**src/inc/hvif_defines.vh**
```
// constants shared by the high-voltage indirect register interface
`ifndef HVIF_DEFINES_VH
`define HVIF_DEFINES_VH

// ----------------------------------------------------------------------
// register map
// ----------------------------------------------------------------------
`define HVIF_CMD_ADDR    32'hffff0804
`define HVIF_DAT_ADDR    32'hffff080c
`define HVIF_ADDR_W      32
`define HVIF_DAT_W       12

// ----------------------------------------------------------------------
// command codes
// ----------------------------------------------------------------------
`define HVIF_CMD_RD_CFG0 8'h00
`define HVIF_CMD_RD_CFG1 8'h01
`define HVIF_CMD_RD_STAT 8'h02
`define HVIF_CMD_RD_MON  8'h03
`define HVIF_CMD_WR_CFG0 8'h08
`define HVIF_CMD_WR_CFG1 8'h09

// ----------------------------------------------------------------------
// field layout
// ----------------------------------------------------------------------
`define HVIF_BIT_BUSY    0
`define HVIF_BIT_RDOK    1
`define HVIF_BIT_TXOK    2
`define HVIF_DAT_LO      7
`define HVIF_DAT_CMD_HI  11
`define HVIF_DAT_CMD_LO  8
`define HVIF_CODE_W      4
`define HVIF_BYTE_W      8
`define HVIF_DAT_RST     12'h000
`define HVIF_FLAG_RST    1'b0

// ----------------------------------------------------------------------
// link framing and timing
// ----------------------------------------------------------------------
`define HVIF_SEND_BITS   12
`define HVIF_RESP_BITS   9
`define HVIF_CLK_HZ      125000000
`define HVIF_SCLK_HZ     2560000
`define HVIF_HALF_CYC    (`HVIF_CLK_HZ / (2 * `HVIF_SCLK_HZ))
`define HVIF_CLK_NS      8
`define HVIF_LAT_NS      10000
`define HVIF_LAT_CYC     (`HVIF_LAT_NS / `HVIF_CLK_NS)

`endif

```
**src/core/hvif_sync.v**
```verilog
// two flip-flop synchroniser for the link data input
`default_nettype none

module hvif_sync
(
	input  wire mclk,
	input  wire rst_n,
	input  wire asyncIn,
	output reg  syncOut
);

	reg meta_reg;

	// first stage is read only by the second
	always @(posedge mclk)
	begin
		if (!rst_n)
		begin
			meta_reg <= 1'b0;
			syncOut  <= 1'b0;
		end
		else
		begin
			meta_reg <= asyncIn;
			syncOut  <= meta_reg;
		end
	end

endmodule // hvif_sync

`default_nettype wire

```
**src/core/hvif_sclk_gen.v**
```verilog
// serial clock divider with edge ticks for the link
`default_nettype none

module hvif_sclk_gen
#(
	parameter HALF_CYC = 24
)
(
	input  wire mclk,
	input  wire rst_n,
	input  wire run,
	output reg  sclk,
	output wire riseTick,
	output wire fallTick
);

	reg  [7:0] cnt_reg;
	wire       wrap;

	assign wrap     = run && (cnt_reg == HALF_CYC[7:0] - 8'h01);
	assign riseTick = wrap && !sclk;
	assign fallTick = wrap && sclk;

	// clock idles low and restarts from a fresh low phase each frame
	always @(posedge mclk)
	begin
		if (!rst_n || !run)
		begin
			cnt_reg <= 8'h00;
			sclk    <= 1'b0;
		end
		else if (wrap)
		begin
			cnt_reg <= 8'h00;
			sclk    <= !sclk;
		end
		else
		begin
			cnt_reg <= cnt_reg + 8'h01;
		end
	end

endmodule // hvif_sclk_gen

`default_nettype wire

```
**src/core/hvif_core.v**
```verilog
// command interpreter for the high-voltage indirect registers
//
// Overview of operation
// - codes 00-03 fetch indirect register into data
// - codes 08/09 send data byte to config
// - one byte per command; indirect only
// - two-wire link, data plus 2.56 MHz clock; the mclk divide by 48 gives about 2.60 MHz
// - command or write data delivered within 10 us
// - read value lands in data within 10 us
// - command read bit 0 is busy
// - bit 2 is transmit success flag
// - bit 1 is read success flag
// - flags valid only while busy is low
// - 8-bit command register, bits 7-3 reserved
// - 12-bit data, bits 11-8 show command
`include "hvif_defines.vh"
`default_nettype none

module hvif_core
#(
	parameter HALF_CYC = `HVIF_HALF_CYC,
	parameter LAT_CYC  = `HVIF_LAT_CYC
)
(
	input  wire        mclk,
	input  wire        rst_n,
	input  wire [31:0] regAddr,
	input  wire        regWrEn,
	input  wire        regRdEn,
	input  wire [11:0] regWrData,
	output reg  [11:0] regRdData,
	output wire        hvSclk,
	output reg         hvDataOut,
	output reg         hvDataOe,
	input  wire        hvDataIn
);

	// ------------------------------------------------------------------
	// states
	// ------------------------------------------------------------------
	localparam [2:0] ST_IDLE = 3'b000;
	localparam [2:0] ST_SEND = 3'b001;
	localparam [2:0] ST_TURN = 3'b010;
	localparam [2:0] ST_RECV = 3'b011;
	localparam [2:0] ST_DONE = 3'b100;

	// ------------------------------------------------------------------
	// declarations
	// ------------------------------------------------------------------
	reg  [2:0]  state_reg;
	reg  [2:0]  state_next;
	reg  [11:0] shift_reg;
	reg  [11:0] shift_next;
	reg  [3:0]  bitCnt_reg;
	reg  [3:0]  bitCnt_next;
	reg  [10:0] wdog_reg;
	reg  [10:0] wdog_next;
	reg  [3:0]  code_reg;
	reg  [3:0]  code_next;
	reg         isRead_reg;
	reg         isRead_next;
	reg         busy_reg;
	reg         busy_next;
	reg         rdOk_reg;
	reg         rdOk_next;
	reg         txOk_reg;
	reg         txOk_next;
	reg  [11:0] data_reg;
	reg  [11:0] data_next;
	reg         dout_next;
	reg         oe_next;
	reg  [11:0] rdData_next;
	wire        cmdWrite;
	wire        datWrite;
	wire        cmdIsRead;
	wire        cmdIsWrite;
	wire        run;
	wire        fallTick;
	wire        dinSync;
	wire        timeout;
	wire [7:0]  wrCode;

	// ------------------------------------------------------------------
	// register decode
	// ------------------------------------------------------------------
	assign cmdWrite = regWrEn && (regAddr == `HVIF_CMD_ADDR);
	assign datWrite = regWrEn && (regAddr == `HVIF_DAT_ADDR);
	assign wrCode   = regWrData[`HVIF_DAT_LO:0];

	// only the six documented codes start link traffic
	assign cmdIsRead  = (wrCode == `HVIF_CMD_RD_CFG0) || (wrCode == `HVIF_CMD_RD_CFG1) ||
		(wrCode == `HVIF_CMD_RD_STAT) || (wrCode == `HVIF_CMD_RD_MON);
	assign cmdIsWrite = (wrCode == `HVIF_CMD_WR_CFG0) ||
		(wrCode == `HVIF_CMD_WR_CFG1);

	// the link runs only while a frame is in flight
	assign run     = (state_reg == ST_SEND) || (state_reg == ST_TURN) ||
		(state_reg == ST_RECV);
	// bounds every frame so busy never outlives the latency budget
	assign timeout = run && (wdog_reg == LAT_CYC[10:0] - 11'h001);

	// ------------------------------------------------------------------
	// link clock and input synchroniser
	// ------------------------------------------------------------------
	// divided from mclk, so no second clock domain exists here
	hvif_sclk_gen #(
		.HALF_CYC (HALF_CYC)
	) u_sclk (
		.mclk     (mclk),
		.rst_n    (rst_n),
		.run      (run),
		.sclk     (hvSclk),
		.riseTick (),
		.fallTick (fallTick)
	);

	hvif_sync u_din (
		.mclk    (mclk),
		.rst_n   (rst_n),
		.asyncIn (hvDataIn),
		.syncOut (dinSync)
	);

	// ------------------------------------------------------------------
	// frame sequencer
	// ------------------------------------------------------------------
	// frame: 12 bits out (code, byte), one turnaround period, 8 bits
	// back plus an ack bit; a silent far end reads as a failed ack
	always @*
	begin
		state_next  = state_reg;
		shift_next  = shift_reg;
		bitCnt_next = bitCnt_reg;
		wdog_next   = wdog_reg;
		code_next   = code_reg;
		isRead_next = isRead_reg;
		busy_next   = busy_reg;
		rdOk_next   = rdOk_reg;
		txOk_next   = txOk_reg;
		data_next   = data_reg;
		dout_next   = hvDataOut;
		oe_next     = hvDataOe;
		if (run)
		begin
			wdog_next = wdog_reg + 11'h001;
		end
		case (state_reg)
			ST_IDLE:
			begin
				// software byte writes land only while idle
				if (datWrite)
				begin
					data_next[`HVIF_DAT_LO:0] = regWrData[`HVIF_DAT_LO:0];
				end
				if (cmdWrite)
				begin
					busy_next = 1'b1;
					wdog_next = 11'h000;
					if (cmdIsRead || cmdIsWrite)
					begin
						// one code and one byte per frame
						shift_next  = {wrCode[`HVIF_CODE_W-1:0],
							data_reg[`HVIF_DAT_LO:0]};
						code_next   = wrCode[`HVIF_CODE_W-1:0];
						isRead_next = cmdIsRead;
						// transmit flag starts as failure, read flag too on reads only, so a cut frame never shows stale success
						txOk_next   = 1'b0;
						rdOk_next   = cmdIsRead ? 1'b0 : rdOk_reg;
						data_next[`HVIF_DAT_CMD_HI:`HVIF_DAT_CMD_LO] =
							wrCode[`HVIF_CODE_W-1:0];
						bitCnt_next = 4'h0;
						oe_next     = 1'b1;
						dout_next   = wrCode[`HVIF_CODE_W-1];
						state_next  = ST_SEND;
					end
					else
					begin
						state_next = ST_DONE;
					end
				end
			end
			ST_SEND:
			begin
				if (timeout)
				begin
					oe_next    = 1'b0;
					txOk_next  = 1'b0;
					state_next = ST_DONE;
				end
				else if (fallTick)
				begin
					// next bit changes on the falling edge, far end samples on rise
					if (bitCnt_reg == `HVIF_SEND_BITS - 1)
					begin
						oe_next     = 1'b0;
						dout_next   = 1'b0;
						bitCnt_next = 4'h0;
						state_next  = ST_TURN;
					end
					else
					begin
						shift_next  = {shift_reg[10:0], 1'b0};
						dout_next   = shift_reg[`HVIF_SEND_BITS-2];
						bitCnt_next = bitCnt_reg + 4'h1;
					end
				end
			end
			ST_TURN:
			begin
				// one idle period avoids both ends driving the data wire
				if (timeout)
				begin
					txOk_next  = 1'b0;
					state_next = ST_DONE;
				end
				else if (fallTick)
				begin
					state_next = ST_RECV;
				end
			end
			ST_RECV:
			begin
				if (timeout)
				begin
					txOk_next = 1'b0;
					if (isRead_reg)
					begin
						rdOk_next = 1'b0;
					end
					state_next = ST_DONE;
				end
				else if (fallTick)
				begin
					// sampled at the end of the high phase
					shift_next = {shift_reg[10:0], dinSync};
					if (bitCnt_reg == `HVIF_RESP_BITS - 1)
					begin
						txOk_next = dinSync;
						if (isRead_reg)
						begin
							rdOk_next = dinSync;
							if (dinSync)
							begin
								data_next = {code_reg, shift_reg[`HVIF_DAT_LO:0]};
							end
						end
						state_next = ST_DONE;
					end
					else
					begin
						bitCnt_next = bitCnt_reg + 4'h1;
					end
				end
			end
			ST_DONE:
			begin
				// flags were settled a cycle earlier, so busy falls last
				busy_next  = 1'b0;
				state_next = ST_IDLE;
			end
			default:
			begin
				busy_next  = 1'b0;
				oe_next    = 1'b0;
				state_next = ST_IDLE;
			end
		endcase
	end

	// ------------------------------------------------------------------
	// read data path
	// ------------------------------------------------------------------
	// reserved bits of the status byte read as zero
	always @*
	begin
		rdData_next = 12'h000;
		if (regRdEn && (regAddr == `HVIF_CMD_ADDR))
		begin
			rdData_next[`HVIF_BIT_BUSY] = busy_reg;
			rdData_next[`HVIF_BIT_RDOK] = rdOk_reg;
			rdData_next[`HVIF_BIT_TXOK] = txOk_reg;
		end
		else if (regRdEn && (regAddr == `HVIF_DAT_ADDR))
		begin
			rdData_next = data_reg;
		end
	end

	// ------------------------------------------------------------------
	// state registers
	// ------------------------------------------------------------------
	always @(posedge mclk)
	begin
		if (!rst_n)
		begin
			state_reg  <= ST_IDLE;
			shift_reg  <= 12'h000;
			bitCnt_reg <= 4'h0;
			wdog_reg   <= 11'h000;
			code_reg   <= 4'h0;
			isRead_reg <= 1'b0;
			busy_reg   <= 1'b0;
			rdOk_reg   <= `HVIF_FLAG_RST;
			txOk_reg   <= `HVIF_FLAG_RST;
			data_reg   <= `HVIF_DAT_RST;
			hvDataOut  <= 1'b0;
			hvDataOe   <= 1'b0;
			regRdData  <= 12'h000;
		end
		else
		begin
			state_reg  <= state_next;
			shift_reg  <= shift_next;
			bitCnt_reg <= bitCnt_next;
			wdog_reg   <= wdog_next;
			code_reg   <= code_next;
			isRead_reg <= isRead_next;
			busy_reg   <= busy_next;
			rdOk_reg   <= rdOk_next;
			txOk_reg   <= txOk_next;
			data_reg   <= data_next;
			hvDataOut  <= dout_next;
			hvDataOe   <= oe_next;
			regRdData  <= rdData_next;
		end
	end

endmodule // hvif_core

`default_nettype wire

```
**config.mk**
```make
export PLATFORM = sky130hd
export DESIGN_NAME = hvif_core
export DESIGN_NICKNAME = d
export VERILOG_FILES = /design/src/core/hvif_sync.v /design/src/core/hvif_sclk_gen.v /design/src/core/hvif_core.v
export VERILOG_INCLUDE_DIRS = /design/src /design/src/inc
export SDC_FILE = /design/constraint.sdc
export NUM_CORES = 1
export LEC_CHECK = 0
export BUFFER_PORTS_ARGS = -buffer_cell sky130_fd_sc_hd__clkbuf_2
export CAP_MARGIN = 0
export CORE_MARGIN = 5
export CORE_UTILIZATION = 35
export CTS_CLUSTER_DIAMETER = 120
export CTS_CLUSTER_SIZE = 40
export DETAILED_ROUTE_END_ITERATION = 10
export GPL_ROUTABILITY_DRIVEN = 0
export PLACE_DENSITY = 0.65
export SLEW_MARGIN = 0
export SYNTH_ARGS = -nofsm -noshare
export SYNTH_HDL_FRONTEND = slang
export SYNTH_SLANG_ARGS = --single-unit
```
**constraint.sdc**
```tcl
create_clock -name mclk -period 3 [get_ports mclk]
set_input_delay 0 -clock mclk [delete_from_list [all_inputs] [get_ports mclk]]
set_output_delay 0 -clock mclk [all_outputs]
set_load 0.02 [all_outputs]
```
**Word level (Yosys, flattened, before mapping)**

Cells that the tools add are included.

- Output and inout port bits: 15
- Input port bits: 49
- Word-level logic and storage cells: 174
- Flip-flop bits (word level): 74

- Reductions and logical operators: 40
- Multiplexer cells: 72
- $add $sub $neg: 3
- Equal/unequal tests: 36
- Bitwise operators: 4

Operators by type and width:

| operator | number |
|---|---|
| 2-to-1 mux 11 bit | 10 |
| equality test 32 bit (second input constant) | 2 |
| 2-to-1 mux 12 bit | 5 |
| 2-to-1 mux 4 bit | 10 |
| 2-to-1 mux 3 bit | 12 |
| case mux 11 bit (3 select lines) | 1 |
| AND reduction 8 bit | 4 |
| 2-to-1 mux 1 bit | 25 |
| case mux 12 bit (2 select lines) | 1 |
| != test 2 bit (second input constant) | 11 |
| equality test 8 x 2 -> 1 bit (second input constant) | 2 |
| equality test 8 x 4 -> 1 bit (second input constant) | 2 |
| != test 3 bit (second input constant) | 4 |
| case mux 3 bit (4 select lines) | 1 |
| case mux 4 bit (3 select lines) | 1 |
| AND reduction 6 bit | 2 |
| adder 11 x 1 -> 11 bit (second input constant) | 1 |
| equality test 11 bit (second input constant) | 1 |
| AND reduction 5 bit | 2 |
| OR reduction 3 bit | 3 |
| adder 8 x 1 -> 8 bit (second input constant) | 1 |
| equality test 4 bit (second input constant) | 2 |
| equality test 8 x 1 -> 1 bit (second input constant) | 1 |
| equality test 8 x 5 -> 1 bit (second input constant) | 1 |
| 22 further kinds | 50 |

**Longest topological paths before layout**

- Word-level depth: 8
- Depth in mapped cells: 9
- Depth with buffers taken out: 8

**Modules after synthesis**

From an unflattened synthesis, not the netlist that was laid out.

- Cell total of the unflattened synthesis: 442
- Area, all modules: 3,654.8 um^2

Modules (own cells, without submodules):

| module | sequential area each (um^2) | instances | area an instance (um^2) | cells each |
|---|---|---|---|---|
| hvif_core | 1,261.2 | 1 | 3,219.3 | 393 |
| hvif_sclk_gen | 180.2 | 1 | 382.9 | 45 |
| hvif_sync | 40.0 | 1 | 52.6 | 4 |

**Worst setup path after synthesis**

No wires, ideal clock.

- Path kind: register -> register
- Start point: register state_reg[2]
- End point: register data_reg[5]
- Stages on the path, launching flop included: 10
- Library setup time: 0.091 ns
- Buffers on the path: 3
- Clock period less this slack: 2.206 ns
- Arrival time: 2.115 ns
- Data required time: 2.909 ns
- Path slack: 0.794 ns
- Cells stage by stage: dfxtp_1 > buf_2 > o21ba_2 > buf_2 > nand4_1 > o41ai_1 > o211a_1 > buf_2 > nor2_1 > a311oi_1

- Word-level cells in the longest chain between the ends: 7
- Elaborated cells between the ends (all ways): 18
- Classes of those cells: eq/ne: 9; mux: 1; reduce/logical: 8

RTL lines:

| what | line | text |
|---|---|---|
| start: declaration | hvif_core.v:50 | `reg [2:0] state_reg;` |
| start signal: assignment | hvif_core.v:312 | `state_reg <= state_next;` |
| equality test 3 x 1 -> 1 bit / equality test 3 x 2 -> 1 bit (equally long branches) | hvif_core.v:97 | `assign run = (state_reg == ST_SEND) \|\| (state_reg == ST_TURN) \|\|` |
| logical OR 1 bit (2 in a row) | hvif_core.v:97 |  |
| logical AND 1 bit | hvif_sclk_gen.v:20 | `assign wrap = run && (cnt_reg == HALF_CYC[7:0] - 8'h01);` |
| logical AND 1 bit | hvif_sclk_gen.v:22 | `assign fallTick = wrap && sclk;` |
| != test 2 bit (no line) | -- |  |
| AND reduction 7 bit (no line) | -- |  |
| end signal: assignment | hvif_core.v:305 | `` data_reg <= `HVIF_DAT_RST; `` |
| end signal: assignment | hvif_core.v:321 | `data_reg <= data_next;` |
| end: declaration | hvif_core.v:68 | `reg [11:0] data_reg;` |

Several ways; a longest one is shown, not always the timed one.
A chain may end at the register's enable or synchronous reset.

**Worst setup path in the final report**

- Start point: register u_sclk.cnt_reg[0]
- End point: register data_reg[4]

- Word-level cells in the longest chain between the ends: 5

RTL lines:

| what | line | text |
|---|---|---|
| start: declaration | hvif_sclk_gen.v:17 | `reg [7:0] cnt_reg;` |
| start signal: assignment | hvif_sclk_gen.v:39 | `cnt_reg <= cnt_reg + 8'h01;` |
| equality test 8 x 5 -> 1 bit | hvif_sclk_gen.v:20 |  |
| logical AND 1 bit | hvif_sclk_gen.v:20 |  |
| logical AND 1 bit | hvif_sclk_gen.v:22 |  |
| != test 2 bit (no line) | -- |  |
| AND reduction 7 bit (no line) | -- |  |

Every way passes these cells.

==> metrics.md <==
| Metric | Value |
|---|---|
| Run status | completed |
| Pwr dens | 451.9 nW/µm² |
| Main synth FF type | dfxtp_1 |
| Dpl cell area | 3938 µm² |
| Post-CTS setup buffers | 0 |
| Hold Crit Class | in2reg |
| Die width | 110.2 µm |
| Synth Register Bits | 74 |
| Peak VDD IR | 173.3 µV |
| CTS clock-pin slew for the worst setup and hold paths | 0.08 ns |
| DIE AREA | 12,150 µm² |
| Yosys warns | 0 |
| DRT Pass-1 Iters | 5 |
| XOR/XNOR Fraction of Synth Area | 0.04731 |
| Rel. slew slack | 0.2606 |
| Min-delay src | regAddr[3] |
| Pre-CTS setup slack | 0.4133 ns |
| Simple-Gate Fraction of Synth Area | 0.2647 |
| Final #Nets | 525 |
| CP Data Required Time | 3.26 ns |
| Synth Area in Compound Gates | 0.1615 |
| R2R Setup Slk | 0.38 ns |
| Synth area leaders | dfxtp_1, nand2_1, mux2i_1 |
| DRT iter0 DRCs | 162 |
| Area occupied by multi-input gates | 1908 µm² |
| Syn nets | 458 |
| Yosys top cell area share | 0.4212 |
| Row cnt | 36 |
| Post-route core utilization | 0.4369 |
| Post-Syn Area | 3517 µm² |
| Num ports | 64 |
| Clk buf depth | 2 |
| Htree depth | 3 |
| CTS root buffer | clkbuf_8 |
| Worst-Skew Late Latency | 0.36 ns |
| Final setup fails | 0 |
| Hold path depth | 3 |
| Post-layout minimum cycle time | 2.622 ns |
| Crit path cell chain | ha_1 > nor4bb_1 > nand4_1 > o41ai_1 > o211a_2 > nor2_1 > a311oi_1 |
| Total wire length | 8827 µm |
| Max cap viols | 0 |
| Number of remaining DRC errors | 0 |
| Capture point of the worst reg-to-reg path | data_reg[4]$_SDFFE_PN0P_ |
| Final worst path period share | 0.8740 |
| Ys async rst share | 0 |
| Cells after synthesis | 404 |
| CTS Sinks | 74 |
| Area growth from synthesis to layout | 21.42% |
| Most common cell in the netlist | dfxtp_1 |
| Vias in the first global route | 3,171 |
| Worst Path Arrival | 2.88 ns |
| Worst-path fanout max | 16 |
| Post-DP HPWL | 6339 µm |
| Static Leak | 1.677 nW |
| Fin cells | 609 |
| CP peak stage delay | 0.47 ns |
| Initial antenna violation count | 0 |
| First-pass GRT wire length | 14,740 µm |
| Die Y | 110.2 µm |
| IO Port Bufs | 59 |
| Part of the Yosys area used for sequential elements | 0.4212 |
| Largest net degree at the start of global routing | 31 |
| Worst clock skew | 0.008239 ns |
| Synth cell types | 45 |
| Filler cell count | 970 |
| Largest family of logic cells by synthesized area | simple AND/OR/NAND/NOR gates |
| Fin. max-slew vios | 0 |
| Setup TNS | 0 ns |
| EDFF count, synth | 0 |
| Final WS setup | 0.3781 ns |
| Total chip power | 1.930 mW |
| Fmax | 381.4 MHz |
| Slew @ Worst Pin | 1.108 ns |
| Worst hold slack | 0.02866 ns |
| Flip-flop and latch area | 1481 µm² |
| Adder-Cell Fraction of Synth Area | 0.01779 |
| Nature of the critical path endpoint | flop |
| Crit Path Class | reg2reg |
| Critical path startpoint category | flop |
| Reg2reg start | u_sclk.cnt_reg[0]$_SDFF_PP0_ |
| DR vias | 3,246 |
| Worst Reg-to-Reg Cells | 7 |
| Wire per inst | 14.49 µm |
| Largest area contributor in the netlist | dfxtp_1 |
| Initial Util | 0.3598 |
| RSZ-0062 raised after global routing | false |
| Final-report hold violation count | 0 |
| Diodes inserted | 0 |
| CTS buffer count | 9 |
| Core ar. | 9774 µm² |
| Vias per inst | 5.330 |
| Avg Cell Area, Syn | 8.706 µm² |
| Multiplexer share of the synthesized area | 0.05123 |
| Worst Hold End | regRdData[1]$_SDFF_PN0_ |
| Share of cells above drive strength 1 | 0.2059 |
| Inst Count DP | 582 |
| Post-route ant nets | 0 |
| Worst path slowest cell | o211a_2 |
| Fin area | 4270 µm² |
| Total GRT Usage | 0.1538 |
| CTS tree | done |
| GRT Residual Overflow | 0 |
| Post-synth top cells | dfxtp_1, nand2_1, nor2_1, a21oi_1, mux2i_1 |
## placed cells by master, fill, tap and decap left out, types with 4 or more instances in the layout
| cell type | synthesis | routed |
|---|---|---|
| a31oi_1 | 4 | 4 |
| inv_1 | 9 | 9 |
| a311oi_1 | 10 | 10 |
| nor4_1 | 5 | 5 |
| o21ai_0 | 8 | 8 |
| ha_1 | 5 | 5 |
| nand3_1 | 16 | 16 |
| clkbuf_2 | 0 | 59 |
| and3_1 | 12 | 12 |
| xor2_1 | 10 | 10 |
| nand4_1 | 10 | 10 |
| a311oi_2 | 8 | 8 |
| xnor2_1 | 9 | 9 |
| buf_4 | 0 | 7 |
| nor2_1 | 40 | 40 |
| dlygate4sd3_1 | 0 | 11 |
| clkbuf_8 | 0 | 9 |
| and2_1 | 15 | 15 |
| a21oi_1 | 21 | 21 |
| dfxtp_1 | 74 | 74 |
| nand2_1 | 56 | 56 |
| nor3_1 | 11 | 11 |
| a211o_1 | 4 | 4 |
| mux2i_1 | 18 | 18 |
## worst max-delay path: cells and delay by family (launching register included)
family / cells / cell delay (ns)
adders and majority gates: 1 / 0.25
AOI/OAI and AO/OA: 3 / 1.18
and+or+nand+nor: 3 / 0.75
DFF: 1 / 0.35
## final cells by class
cell class / instances / area share
clock buffer: 9 / 0.02901
clock inverter: 7 / 0.02315
inverter: 9 / 0.007911
multi-input combinational: 300 / 0.4468
sequential: 74 / 0.3469
tap: 133 / 0.03897
timing repair buffer: 77 / 0.1072
## report_power, final
| group | leakage [nW] | switching, mW | internal, mW |
|---|---|---|---|
| Sequential | 0.596 | 0.000877 | 0.982 |
| Clock | 0.111 | 0.396 | 0.475 |
| Combinational | 0.970 | 0.0386 | 0.0369 |
| Total | 1.68 | 0.435 | 1.49 |
## worst max path at each step
stage	cells past startpoint	endpoint	slack (ns)	start
after floorplan	9	data_reg[5]$_SDFFE_PN0P_	0.79	state_reg[2]$_SDFFE_PN0P_
after CTS	7	data_reg[1]$_SDFFE_PN0P_	0.29	u_sclk.cnt_reg[0]$_SDFF_PP0_
final	7	data_reg[4]$_SDFFE_PN0P_	0.38	u_sclk.cnt_reg[0]$_SDFF_PP0_
after global routing	7	data_reg[0]$_SDFFE_PN0P_	0.06	u_sclk.cnt_reg[0]$_SDFF_PP0_
after detailed placement	7	data_reg[1]$_SDFFE_PN0P_	0.41	u_sclk.cnt_reg[0]$_SDFF_PP0_
after global placement	7	data_reg[4]$_SDFFE_PN0P_	0.48	u_sclk.cnt_reg[0]$_SDFF_PP0_
## metal layers
metal  routed length, µm  GRT usage  share of wire  vias up
li1                    -          -              -     1582
met1                3869     0.1841           0.44     1550
met2                4322     0.2630           0.49       93
met3                 457    0.03786          0.052       21
met4                 178    0.06332          0.020        0
met5                   0          0              0        -
## logic make-up (layout without fill, tap and decap cells)
kind of cell | Yosys count | count (layout)
AOI/OAI and AO/OA | 72 | 72
xor gates and xnor gates | 19 | 19
adders and majority gates | 5 | 5
buffers and inverters | 30 | 102
DFF | 74 | 74
muxes | 18 | 18
and+or+nand+nor | 186 | 186
## what timing repair did
action / in CTS / in global routing
hold endpoints to repair: 13 / 0
endpoints found under the setup margin: 0 / 6
gates resized for setup: 0 / 1
hold buffers: 11 / 0
Power figures use the tool's default switching activity.
